## src/rtl/bde_pkg.sv

```systemverilog
// Purpose: Shared constants and types for the buzzer duty/envelope block
// Assumes: 250 MHz system clock, 32.768 kHz nominal low-speed oscillator
// Notes:   Register indices are word indices; byte address is index * 4
package bde_pkg;

  // Clock and oscillator rates
  localparam int unsigned CLK_HZ = 250_000_000;
  localparam int unsigned OSC_HZ = 32_768;
  // Fine tone grain runs at twice the oscillator rate
  localparam int unsigned TICK_HZ = 2 * OSC_HZ;
  // System cycles per tone grain, rounded down
  localparam int unsigned TICK_DIV = CLK_HZ / TICK_HZ;

  // Interval times in microseconds, as nominal figures
  localparam longint unsigned REL_LONG_US = 125_000;
  localparam longint unsigned REL_SHORT_US = 62_500;
  localparam longint unsigned BURST_LONG_US = 125_000;
  localparam longint unsigned BURST_SHORT_US = 31_250;

  // Interval lengths in tone grains
  localparam logic [13:0] REL_LONG_TICKS =
    14'(REL_LONG_US * TICK_HZ / 1_000_000);
  localparam logic [13:0] REL_SHORT_TICKS =
    14'(REL_SHORT_US * TICK_HZ / 1_000_000);
  localparam logic [13:0] BURST_LONG_TICKS =
    14'(BURST_LONG_US * TICK_HZ / 1_000_000);
  localparam logic [13:0] BURST_SHORT_TICKS =
    14'(BURST_SHORT_US * TICK_HZ / 1_000_000);

  // Duty levels: 0 is maximum, 7 is minimum
  localparam logic [2:0] LVL_MAX = 3'h0;
  localparam logic [2:0] LVL_MIN = 3'h7;

  // Tone period and high-count bases in grains
  localparam logic [4:0] PER_BASE = 5'h10;
  localparam logic [4:0] HIGH_SHORT = 5'h08;
  localparam logic [4:0] HIGH_LONG = 5'h0c;

  // Register word indices
  localparam int ADDR_W = 18;
  localparam logic [15:0] IDX_ENV = 16'hff6c;
  localparam logic [15:0] IDX_SHOT = 16'hff6d;
  localparam logic [15:0] IDX_FREQ = 16'hff6e;
  localparam logic [15:0] IDX_DUTY = 16'hff6f;

  // envelope_control bit positions
  localparam int BIT_TONE_EN = 0;
  localparam int BIT_ENV_EN = 1;
  localparam int BIT_ENV_RESTART = 2;
  localparam int BIT_REL_SEL = 3;

  // oneshot_control bit positions
  localparam int BIT_WIDTH_SEL = 0;
  localparam int BIT_TRIGGER = 1;
  localparam int BIT_STOP = 2;

  // Bus responses
  localparam logic [1:0] RESP_OKAY = 2'h0;
  localparam logic [1:0] RESP_SLVERR = 2'h2;

  // Envelope and tone control bits
  typedef struct packed {
    logic releaseSel;
    logic envEn;
    logic toneEn;
  } bde_ctl_s;

  localparam bde_ctl_s CTL_RST = '0;
  localparam logic [2:0] FREQ_RST = 3'h0;
  localparam logic [2:0] DUTY_RST = 3'h0;
  localparam logic WIDTH_RST = 1'b0;

endpackage

```

## src/rtl/bde_tick_div.sv

```systemverilog
// Purpose: Divider giving a one-cycle enable every DIV clocks
// Assumes: Single clock, synchronous active-high reset
// Notes:   DIV of 1 gives an enable every cycle
`timescale 1ns/100ps
module bde_tick_div #(
  parameter int unsigned DIV = 4
) (
  input wire logic clock,
  input wire logic sys_rst,
  output logic tick
);
  localparam int W = $clog2(DIV + 1);
  localparam logic [W-1:0] LAST = W'(DIV - 1);

  logic [W-1:0] cnt;

  // Count and emit the enable pulse
  always_ff @(posedge clock) begin
    if (sys_rst) begin
      cnt <= '0;
      tick <= 1'b0;
    end else if (cnt >= LAST) begin
      cnt <= '0;
      tick <= 1'b1;
    end else begin
      cnt <= cnt + W'(1);
      tick <= 1'b0;
    end
  end
endmodule // bde_tick_div

```

## src/rtl/bde_buzzer.sv

```systemverilog
// Purpose: Buzzer duty, decay envelope and one-shot burst, AXI4-Lite
// Assumes: AXI4-Lite master keeps one write and one read in flight
// Notes:   All tone timing comes from a grain at twice the oscillator
//
// Overview of operation
// - Short-period codes: level 0 gives 8 high grains, down to 1.
// - Long-period codes: level 0 gives 12 high grains, down to 5.
// - Duty field unused while envelope on; clears at reset.
// - Envelope restart returns to maximum unless envelope off and silent.
// - Envelope enable applies decay while tone sounds; clears at reset.
// - Envelope steps each 125 or 62.5 ms, seven steps total.
// - Burst width 125 or 31.25 ms; no effect on continuous tone.
// - Trigger write starts burst that ends itself after the width.
// - Trigger accepted only while continuous tone disabled.
// - Retrigger during burst restarts width timer.
// - Trigger bit reads busy during a burst; zero after reset.
// - Stop write ends running burst early; otherwise ignored; reads zero.
// - Tone phase runs free, so edges may truncate on enable changes.
// - All periods derive from divided oscillator grain.
// - Frequency code picks one of eight divided tone rates.
// - Tone enable or a running burst drives both outputs; otherwise both stay off.
//
// Chosen here: the AXI4-Lite interface to the registers.
`timescale 1ns/100ps
module bde_buzzer #(
  parameter int unsigned TICK_DIV = bde_pkg::TICK_DIV
) (
  input wire logic clock,
  input wire logic sys_rst,
  input wire logic [bde_pkg::ADDR_W-1:0] s_axi_awaddr,
  input wire logic s_axi_awvalid,
  output logic s_axi_awready,
  input wire logic [31:0] s_axi_wdata,
  input wire logic [3:0] s_axi_wstrb,
  input wire logic s_axi_wvalid,
  output logic s_axi_wready,
  output logic [1:0] s_axi_bresp,
  output logic s_axi_bvalid,
  input wire logic s_axi_bready,
  input wire logic [bde_pkg::ADDR_W-1:0] s_axi_araddr,
  input wire logic s_axi_arvalid,
  output logic s_axi_arready,
  output logic [31:0] s_axi_rdata,
  output logic [1:0] s_axi_rresp,
  output logic s_axi_rvalid,
  input wire logic s_axi_rready,
  output logic tone_out,
  output logic tone_out_inverted
);
  import bde_pkg::*;

  bde_ctl_s ctl;
  logic [2:0] toneFreqSel;
  logic [2:0] dutyLevelSel;
  logic burstWidthSel;
  logic awHeld, wHeld, wrStrb0;
  logic [15:0] wrIdx;
  logic [31:0] wrData;
  logic doWrite, wrHit, wrEnv, wrShot;
  logic restartReq, trigReq, stopReq;
  logic tick, halfTick, stepEn;
  logic burstBusy;
  logic [13:0] burstCnt, burstLimit;
  logic toneActive, activeDly, toneStart;
  logic [2:0] envLevel, dutyUsed;
  logic [13:0] relCnt, relLimit;
  logic [4:0] phase, period, highCnt;
  logic toneHigh;
  logic [31:0] next_rdata;
  logic [1:0] next_rresp;

  function automatic logic isMapped(input logic [15:0] idx);
    return idx == IDX_ENV || idx == IDX_SHOT ||
           idx == IDX_FREQ || idx == IDX_DUTY;
  endfunction

  bde_tick_div #(.DIV(TICK_DIV)) u_tick (
    .clock(clock),
    .sys_rst(sys_rst),
    .tick(tick)
  );

  // Write channel acceptance
  assign s_axi_awready = !awHeld && !s_axi_bvalid;
  assign s_axi_wready = !wHeld && !s_axi_bvalid;
  assign doWrite = awHeld && wHeld;
  assign wrHit = doWrite && wrStrb0 && isMapped(wrIdx);
  assign wrEnv = wrHit && wrIdx == IDX_ENV;
  assign wrShot = wrHit && wrIdx == IDX_SHOT;

  // Hold address and data until both present
  always_ff @(posedge clock) begin
    if (sys_rst) begin
      awHeld <= 1'b0;
      wHeld <= 1'b0;
      wrIdx <= '0;
      wrData <= '0;
      wrStrb0 <= 1'b0;
    end else begin
      if (s_axi_awvalid && s_axi_awready) begin
        awHeld <= 1'b1;
        wrIdx <= s_axi_awaddr[ADDR_W-1:2];
      end else if (doWrite) begin
        awHeld <= 1'b0;
      end
      if (s_axi_wvalid && s_axi_wready) begin
        wHeld <= 1'b1;
        wrData <= s_axi_wdata;
        wrStrb0 <= s_axi_wstrb[0];
      end else if (doWrite) begin
        wHeld <= 1'b0;
      end
    end
  end

  // Write response
  always_ff @(posedge clock) begin
    if (sys_rst) begin
      s_axi_bvalid <= 1'b0;
      s_axi_bresp <= RESP_OKAY;
    end else if (doWrite) begin
      s_axi_bvalid <= 1'b1;
      s_axi_bresp <= isMapped(wrIdx) ? RESP_OKAY : RESP_SLVERR;
    end else if (s_axi_bready) begin
      s_axi_bvalid <= 1'b0;
    end
  end

  // Read mux; restart and stop bits read zero
  always_comb begin
    next_rdata = '0;
    next_rresp = RESP_OKAY;
    case (s_axi_araddr[ADDR_W-1:2])
      IDX_ENV: begin
        next_rdata[BIT_TONE_EN] = ctl.toneEn;
        next_rdata[BIT_ENV_EN] = ctl.envEn;
        next_rdata[BIT_REL_SEL] = ctl.releaseSel;
      end
      IDX_SHOT: begin
        next_rdata[BIT_WIDTH_SEL] = burstWidthSel;
        next_rdata[BIT_TRIGGER] = burstBusy;
      end
      IDX_FREQ: next_rdata[2:0] = toneFreqSel;
      IDX_DUTY: next_rdata[2:0] = dutyLevelSel;
      default: next_rresp = RESP_SLVERR;
    endcase
  end

  assign s_axi_arready = !s_axi_rvalid;

  // Read data channel
  always_ff @(posedge clock) begin
    if (sys_rst) begin
      s_axi_rvalid <= 1'b0;
      s_axi_rdata <= '0;
      s_axi_rresp <= RESP_OKAY;
    end else if (s_axi_arvalid && s_axi_arready) begin
      s_axi_rvalid <= 1'b1;
      s_axi_rdata <= next_rdata;
      s_axi_rresp <= next_rresp;
    end else if (s_axi_rready) begin
      s_axi_rvalid <= 1'b0;
    end
  end

  always_ff @(posedge clock) begin
    if (sys_rst) begin
      ctl <= CTL_RST;
      toneFreqSel <= FREQ_RST;
      dutyLevelSel <= DUTY_RST;
      burstWidthSel <= WIDTH_RST;
    end else begin
      if (wrEnv) begin
        ctl.toneEn <= wrData[BIT_TONE_EN];
        ctl.envEn <= wrData[BIT_ENV_EN];
        ctl.releaseSel <= wrData[BIT_REL_SEL];
      end
      if (wrShot) burstWidthSel <= wrData[BIT_WIDTH_SEL];
      if (wrHit && wrIdx == IDX_FREQ) toneFreqSel <= wrData[2:0];
      if (wrHit && wrIdx == IDX_DUTY) dutyLevelSel <= wrData[2:0];
    end
  end

  // restart only if envelope on or tone sounding
  assign restartReq = wrEnv && wrData[BIT_ENV_RESTART] &&
                      (ctl.envEn || toneActive);
  // trigger refused while continuous tone enabled
  assign trigReq = wrShot && wrData[BIT_TRIGGER] && !ctl.toneEn;
  // stop only acts during a burst
  assign stopReq = wrShot && wrData[BIT_STOP] && burstBusy;
  assign burstLimit = burstWidthSel ? BURST_LONG_TICKS : BURST_SHORT_TICKS;

  always_ff @(posedge clock) begin
    if (sys_rst) begin
      burstBusy <= 1'b0;
      burstCnt <= '0;
    end else if (trigReq) begin
      burstBusy <= 1'b1;
      burstCnt <= '0;
    end else if (stopReq) begin
      burstBusy <= 1'b0;
    end else if (burstBusy && tick) begin
      if (burstCnt >= burstLimit - 14'h0001) begin
        burstBusy <= 1'b0;
      end else begin
        burstCnt <= burstCnt + 14'h0001;
      end
    end
  end

  // tone sounds on enable or burst
  assign toneActive = ctl.toneEn || burstBusy;
  assign toneStart = toneActive && !activeDly;

  // Tone start edge detect
  always_ff @(posedge clock) begin
    if (sys_rst) activeDly <= 1'b0;
    else activeDly <= toneActive;
  end

  assign relLimit = ctl.releaseSel ? REL_LONG_TICKS : REL_SHORT_TICKS;

  always_ff @(posedge clock) begin
    if (sys_rst) begin
      envLevel <= LVL_MAX;
      relCnt <= '0;
    end else if (restartReq || toneStart) begin
      envLevel <= LVL_MAX;
      relCnt <= '0;
    end else if (ctl.envEn && toneActive && tick) begin
      // one level per interval, hold at minimum
      if (relCnt >= relLimit - 14'h0001) begin
        relCnt <= '0;
        if (envLevel != LVL_MIN) envLevel <= envLevel + 3'h1;
      end else begin
        relCnt <= relCnt + 14'h0001;
      end
    end
  end

  assign dutyUsed = ctl.envEn ? envLevel : dutyLevelSel;

  // period 16..28 grains, slow half for codes 4..7
  assign period = PER_BASE + {1'b0, toneFreqSel[1:0], 2'b00};
  assign stepEn = tick && (!toneFreqSel[2] || halfTick);

  always_ff @(posedge clock) begin
    if (sys_rst) begin
      halfTick <= 1'b0;
      phase <= '0;
    end else if (tick) begin
      halfTick <= !halfTick;
      if (stepEn) begin
        if (phase >= period - 5'h01) phase <= '0;
        else phase <= phase + 5'h01;
      end
    end
  end

  // 8 down to 1 high grains
  // 12 down to 5 high grains
  assign highCnt = (toneFreqSel[1] ? HIGH_LONG : HIGH_SHORT) -
                   {2'b00, dutyUsed};
  assign toneHigh = phase < highCnt;

  always_ff @(posedge clock) begin
    if (sys_rst) begin
      tone_out <= 1'b0;
      tone_out_inverted <= 1'b0;
    end else begin
      tone_out <= toneActive && toneHigh;
      tone_out_inverted <= toneActive && !toneHigh;
    end
  end
endmodule // bde_buzzer

```

## config.mk

```make
export PLATFORM = sky130hd
export DESIGN_NAME = bde_buzzer
export DESIGN_NICKNAME = d
export VERILOG_FILES = /design/src/rtl/bde_pkg.sv /design/src/rtl/bde_tick_div.sv /design/src/rtl/bde_buzzer.sv
export SDC_FILE = /design/constraint.sdc
export NUM_CORES = 1
export LEC_CHECK = 0
export BUFFER_PORTS_ARGS = -buffer_cell sky130_fd_sc_hd__buf_2
export CORE_MARGIN = 8
export CORE_UTILIZATION = 48
export CTS_CLUSTER_DIAMETER = 60
export DETAILED_ROUTE_END_ITERATION = 8
export GPL_TIMING_DRIVEN = 0
export PLACE_DENSITY = 0.74
export SYNTH_ARGS = -nofsm -noshare
export SYNTH_HDL_FRONTEND = slang
export SYNTH_SLANG_ARGS = --single-unit
```

## constraint.sdc

```tcl
create_clock -name clock -period 2.1 [get_ports clock]
set_clock_uncertainty 0.2 [all_clocks]
set_input_delay 0.42 -clock clock [delete_from_list [all_inputs] [get_ports clock]]
set_output_delay 0.42 -clock clock [all_outputs]
set_load 0.01 [all_outputs]
```

==> results of run 1 <==
-- sequential cells by signal (all words and copies together) (netlist names), 3 cells and up --
name / flops
wrData: 4
burstCnt: 14
ctl: 3
wrIdx: 16
s_axi_rdata: 4
dutyLevelSel: 3
phase: 5
relCnt: 14
envLevel: 3
toneFreqSel: 3
u_tick.cnt: 12
-- cell type report --
class | count | area (um^2)
plain buffers | 48 | 374
clock buffers | 12 | 135
clock inverters | 3 | 45.0
fillers | 822 | 3720
inverters | 15 | 58.8
multi-input cells | 401 | 2730
flip-flops and latches | 95 | 1910
well taps | 133 | 166
repair buffers | 75 | 453
-- worst paths after layout --
check	startpoint	depth (start not counted)	endpoint	slack (ns)
worst min-delay path	s_axi_rready	2	s_axi_rvalid	0.04
worst max register to register	burstCnt[11]	7	burstCnt[4]	-0.06
worst min register to register	wrIdx[4]	2	wrIdx[4]	0.26
worst max-delay path	burstCnt[11]	7	burstCnt[4]	-0.06
-- Yosys cell counts (2+ instances only) --
cell      number  share of area, %
o31ai_1       11               1.8
buf_2          7              0.75
nor3b_1        2              0.32
buf_4         30               4.8
nand4_1       14               1.9
and4_1         3              0.57
xor2_1        19               3.6
nor2_1        64               5.2
a211oi_1       3              0.48
ha_1          20               5.4
buf_12         2              0.86
nor4_1         2              0.27
a31oi_1        2              0.27
nand3_1       24               2.6
o21ai_0        5              0.54
nand2_1       62               5.0
and3_1         7              0.94
o21a_1         3              0.48
dfxtp_1       95                41
nand4b_1       3              0.57
a21o_1         4              0.65
and2_1         3              0.40
o21ba_2        2              0.43
mux2i_1       19               4.1
or4_1         11               1.8
nand2b_1       3              0.40
clkbuf_1       9              0.73
mux4_2         2              0.97
a21oi_1       42               4.5
or3_1          2              0.27
inv_1         15               1.2
xnor2_1        9               1.7
o211ai_1       2              0.32
nor3_1         7              0.75
-- metal layers --
metal  global-route usage, %  up-vias  share of wire [%]
li1                        -     2022                  -
met1                    19.1     1910                 42
met2                    29.7       93                 51
met3                    4.11        6                5.9
met4                    4.08        0               0.68
met5                       0        -                  0
-- kinds of logic after synthesis --
| family | after synthesis |
|---|---|
| AND/OR/NAND/NOR | 216 |
| flip-flops | 95 |
| AO/OA/AOI/OAI | 84 |
| buffers and inverters | 65 |
| XOR/XNOR | 28 |
| multiplexers | 22 |
| adder cells (fa/ha/maj) | 20 |
| other | 1 |
-- metrics by stage --
step	cell area, um^2	hold slack, ns	util [%]
floorplan	4760	0.231	-
global placement	5210	0.241	54.3
detailed placement	5210	0.249	54.3
CTS	5600	0.0444	58.4
global route	5880	0.0551	61.3
finish	5880	0.0419	61.3
-- timing repair --
action	CTS	global route
setup buffers	11	5
gates resized for setup	29	39
pin swaps	13	16
hold buffers	0	0
setup endpoints to repair	38	47
cloned	1	4
-- power by group --
part           switching, mW  leakage, nW  internal, mW
Combinational          0.154         1.56         0.129
Sequential            0.0407        0.773          1.84
Clock                  0.605       0.0827         0.546
Total                  0.800         2.42          2.51
==> run metrics, run 1 <==
largest family of logic cells by synthesized area=simple AND/OR/NAND/NOR gates; critical path endpoint category=flip-flop; Detailed Route WL=between 10 and 15 mm; Area growth, synth to finish=26.4%; commonest non-fill, non-tap cells in the layout=dfxtp_1, nor2_1, nand2_1; antenna cells=0; RSZ-0062 raised after global routing=yes; H-tree Lvls=3; Synth Instances=approximately 530; post-synthesis simple-gate area fraction=between 20% and 30%; area of the mapped netlist=around 4600 um^2; share of layout cells above drive strength 1=27.3%; status=finished, violations left; Worst Hold Class=in -> reg; syn avg cell area=roughly 9 um^2; vias in the first global route=between 3000 and 4000; post-synthesis adder-cell area fraction=approximately 5.4%; Via density=slightly above 5; DP Worst Slack=-0.259 ns; initial DRC count=approximately 230; Buffers on Ports=56; clk sinks=between 90 and 100; antenna violations before repair=0; critical path peak fanout=8; non-filler cells in the finished layout=782; Async SR Flop Fraction=0%; worst-margin pin slew=around 0.62 ns; Synth Area in XOR/XNOR=5.27%; number of synthesized register bits=95; hpwl dp=about 8 mm; Highest Clock Rate=0.464 GHz; Setup WS post-layout=-0.0572 ns; WP data arrival=around 2.3 ns; max_slew headroom=approximately three fifths; nets@finish=between 700 and 800; post-route ant nets=0; total iterations of the first detailed-routing run=4; cts bufs inserted=9; complex-gate fraction of the synthesized area=a little under an eighth; Final period util=103%; most common cell after layout, fill and taps aside=dfxtp_1; Syn. warnings=0; PD cells=roughly 560 nW/um^2; crit path cell chain=ha_4 > and3b_1 > nand4_1 > nand3_4 > buf_6 > or4_4 > a21oi_2; Leak=2.42 nW; Max rail drop VDD=roughly 340 uV; fin. max-slew vios=0; IO Pins=between 100 and 150; sequential share of the synthesized area=between 40% and 50%; Tot GR Track Use=~17%; number of enable flip-flop cells after synthesis=0; failing checks=setup timing; via count=4031; Reg clk slew, reported paths=approximately 0.090 ns; RD Place Congestion=0.807; Hold Vio Cnt, Final=0; CTS Buffer Depth=2; Netlist cell types=57; crit path kind=reg -> reg; crit-path leading delay family=simple AND/OR/NAND/NOR gates; Total Die Area=around 13000 um^2; Avg WL per Cell=around 15 um; Die Ht=114 um; mux contribution to synthesized area=5.30%; CTS Root Cell=clkbuf_8; crit-path max cell delay=about 0.42 ns; slowest CP cell=dfxtp_2; Worst EP required=2.20 ns; Setup TNS=-0.242 ns; cell total after placement=roughly 750; Initial Util=48.5%; worst path bufs/invs=1; row cnt=36; max-cap viol count=0; Die Wd=roughly 110 um; Core Box Area=9590 um^2; first-pass GRT wire length=approximately 18 mm; minimum clock period=roughly 2.2 ns; CTS tree=done; Critical Path Start Type=flip-flop; grt ovf=0; largest net degree at the start of global routing=15; main flop type after synthesis=dfxtp_1; insertion delay to the later sink of the worst-skew pair=between 0.3 and 0.4 ns; final total power=between 3 and 4 mW; # setup viols final=11; # DRC=0
Note: power is estimated with default switching activity, not from simulation.
==> inputs of run 2 (changes only) <==
- CTS_CLUSTER_SIZE: unset -> 10
- PLACE_DENSITY: 0.74 -> 0.85
==> run metrics, run 2 (same netlist as run 1, synthesis figures left out) <==
status=finished, final reports clean (was finished, violations left); worst r2r dst=burstCnt[4] (unchanged); Comb power frac=8.6% (was 8.5%); top flop regs=wrIdx: 16 flops, burstCnt: 14 flops, relCnt: 14 flops (unchanged); Reg2Reg Depth=7 (unchanged); antenna violations before repair=0 (unchanged); area of the multi-input gates=2610 um^2 (was 2730 um^2); worst-margin pin slew=0.567 ns (was 0.621 ns); Die Ht=114 um (unchanged); met3 routed WL=533 um (was 678 um); Hold Vio Cnt, Final=0 (unchanged); IO Pins=122 (unchanged); initial DRC count=267 (was 229); CTS tree=done (unchanged); final total power=3.33 mW (was 3.32 mW); cell total after placement=749 (unchanged); crit path kind=reg -> reg (unchanged); critical path endpoint category=flip-flop (unchanged); Post-CTS Hold Buffers=0 (unchanged); RD Place Congestion=0.805 (was 0.807); most common cell after layout, fill and taps aside=dfxtp_1 (unchanged); RSZ-0062 raised after global routing=yes (unchanged); antenna cells=0 (unchanged); insertion delay to the later sink of the worst-skew pair=0.37 ns (was 0.36 ns); sw frac=25.6% (was 24.1%); nets@finish=740 (was 744); Via density=5.16 (was 5.15); CTS Buffer Depth=2 (unchanged); Reg clk slew, reported paths=0.09 ns (about the same); switching power=0.852 mW (was 0.800 mW); grt ovf=0 (unchanged); largest net degree at the start of global routing=17 (was 15); non-filler cells in the finished layout=779 (was 782); row cnt=36 (unchanged); Buffers on Ports=56 (unchanged); sequential cell area=1920 um^2 (was 1910 um^2); hold endpoint=s_axi_rvalid (unchanged); Detailed Route WL=11.1 mm (was 11.4 mm); Core Box Area=9590 um^2 (unchanged); max-cap viol count=0 (unchanged); cts bufs inserted=9 (unchanged); Setup TNS=0 ns (was -0.242 ns); Top Metal Used=met4 (unchanged); first-pass GRT wire length=17.9 mm (was 17.7 mm); clk sinks=95 (unchanged); # setup viols final=0 (was 11); register with the most flip-flops=wrIdx (unchanged); Total Die Area=13100 um^2 (unchanged); R2R Setup Slk=0.0001 ns (was -0.06 ns); Met1 Wirelength=4.43 mm (was 4.81 mm); Flop pwr share=56.6% (was 56.7%); minimum clock period=2.10 ns (was 2.16 ns); share of layout cells above drive strength 1=27.1% (was 27.3%); Final period util=100% (was 103%); Crit Reg-Reg Startpoint=burstCnt[0] (was burstCnt[11]); Highest Clock Rate=0.476 GHz (was 0.464 GHz); Worst EP required=2.20 ns (about the same); H-tree Lvls=3 (unchanged); Fill cells=805 (was 822); fin. max-slew vios=0 (unchanged); number of flip-flops under the largest register name=16 (unchanged); # DRC=0 (unchanged); hpwl dp=8.02 mm (was 7.84 mm); CTS Root Cell=clkbuf_8 (unchanged); via count=4022 (was 4031); hold_ws=0.0355 ns (was 0.0419 ns); Critical Path Start Type=flip-flop (unchanged); WP data arrival=2.20 ns (was 2.26 ns); WL met2=5.88 mm (was 5.85 mm); total iterations of the first detailed-routing run=4 (unchanged); Area growth, synth to finish=23.4% (was 26.4%); hold path depth=2 (unchanged); Initial Util=48.5% (unchanged); PD cells=580 nW/um^2 (was 564 nW/um^2); critical path peak fanout=10 (was 8); commonest non-fill, non-tap cells in the layout=dfxtp_1, nor2_1, nand2_1 (unchanged); vias in the first global route=3969 (was 3911); Die Wd=114 um (unchanged); Avg WL per Cell=14.3 um (was 14.6 um); Pint=2.48 mW (was 2.51 mW); Hold Crit Start=s_axi_rready (unchanged); max_slew headroom=61.9% (was 58.3%); Worst Hold Class=in -> reg (unchanged); Tot GR Track Use=16.8% (was 16.6%); Clk pwr share=34.8% (was 34.7%); post-route ant nets=0 (unchanged); Leak=2.41 nW (was 2.42 nW); Max rail drop VDD=342 uV (was 336 uV)
-- run 2: changes by cell type in the layout (fill, tap and decap cells not counted), moves of 3 or more --
| cell | before | now |
|---|---|---|
| buf_6 | 2 | 5 |
| clkbuf_1 | 11 | 8 |
| clkinv_4 | 0 | 4 |
| dfxtp_1 | 89 | 84 |
| dfxtp_2 | 5 | 9 |
| o31ai_1 | 2 | 8 |
| o31ai_4 | 5 | 1 |
| or4_1 | 9 | 6 |
| or4_4 | 2 | 5 |
-- run 2: final cells by class --
type / count / area share (%)
repair buffers: 72 / 7.42
flip-flops and latches: 95 / 33.5
clock inverters: 5 / 0.742
well taps: 133 / 2.90
inverters: 15 / 1.03
plain buffers: 48 / 6.24
multi-input cells: 400 / 45.5
clock buffers: 11 / 2.64
-- run 2: power by group through the flow --
stage / sequential [mW] / clock, mW / combinational, mW
after floorplan: 1.91 / 0 / 0.187
after global placement: 1.92 / 0 / 0.267
after detailed placement: 1.92 / 0 / 0.276
after CTS: 1.88 / 1.17 / 0.278
after global routing: 1.89 / 1.25 / 0.318
final: 1.88 / 1.16 / 0.287
-- run 2: worst max path at each step --
| stage | end | depth (start not counted) | slack [ns] | startpoint |
|---|---|---|---|---|
| detailed placement | relCnt[9] | 5 | -0.23 | u_tick.tick |
| global placement | burstCnt[10] | 9 | -0.18 | burstWidthSel |
| global route | burstCnt[8] | 9 | -0.1 | burstWidthSel |
| floorplan | burstCnt[10] | 9 | 0.04 | burstWidthSel |
| finish | burstCnt[4] | 7 | 0.0001 | burstCnt[0] |
| CTS | envLevel[0] | 4 | -0.08 | u_tick.tick |
-- run 2: repair_timing --
item | 4_1_cts | 5_1_grt
endpoints found under the setup margin | 38 | 42
cloned | 0 | 1
gates resized for setup | 23 | 31
pin swaps | 4 | 13
setup buffers | 8 | 7
-- run 2: metal layers --
metal | track usage (%) | up-vias
met5 | 0 | -
met1 | 18.0 | 1864
li1 | - | 2010
met4 | 7.10 | 0
met2 | 30.7 | 118
met3 | 3.96 | 30
-- run 2: per-stage QoR --
step	setup slack [ns]	utilization (%)	instance area [um^2]
2_1_floorplan	0.0370	-	4760
3_3_place_gp	-0.175	54.3	5210
3_5_place_dp	-0.233	54.3	5210
4_1_cts	-0.0837	57.9	5560
5_1_grt	-0.0963	59.8	5740
6_report	0.0000973	59.8	5740
-- run 2: critical path, cell delays in order (launching register included) --
cell     delay [ns]
dfxtp_2        0.35
ha_1           0.22
and3_4         0.21
nand4_1        0.13
nand3_2        0.15
buf_6          0.19
or4_1          0.41
a21oi_1        0.18
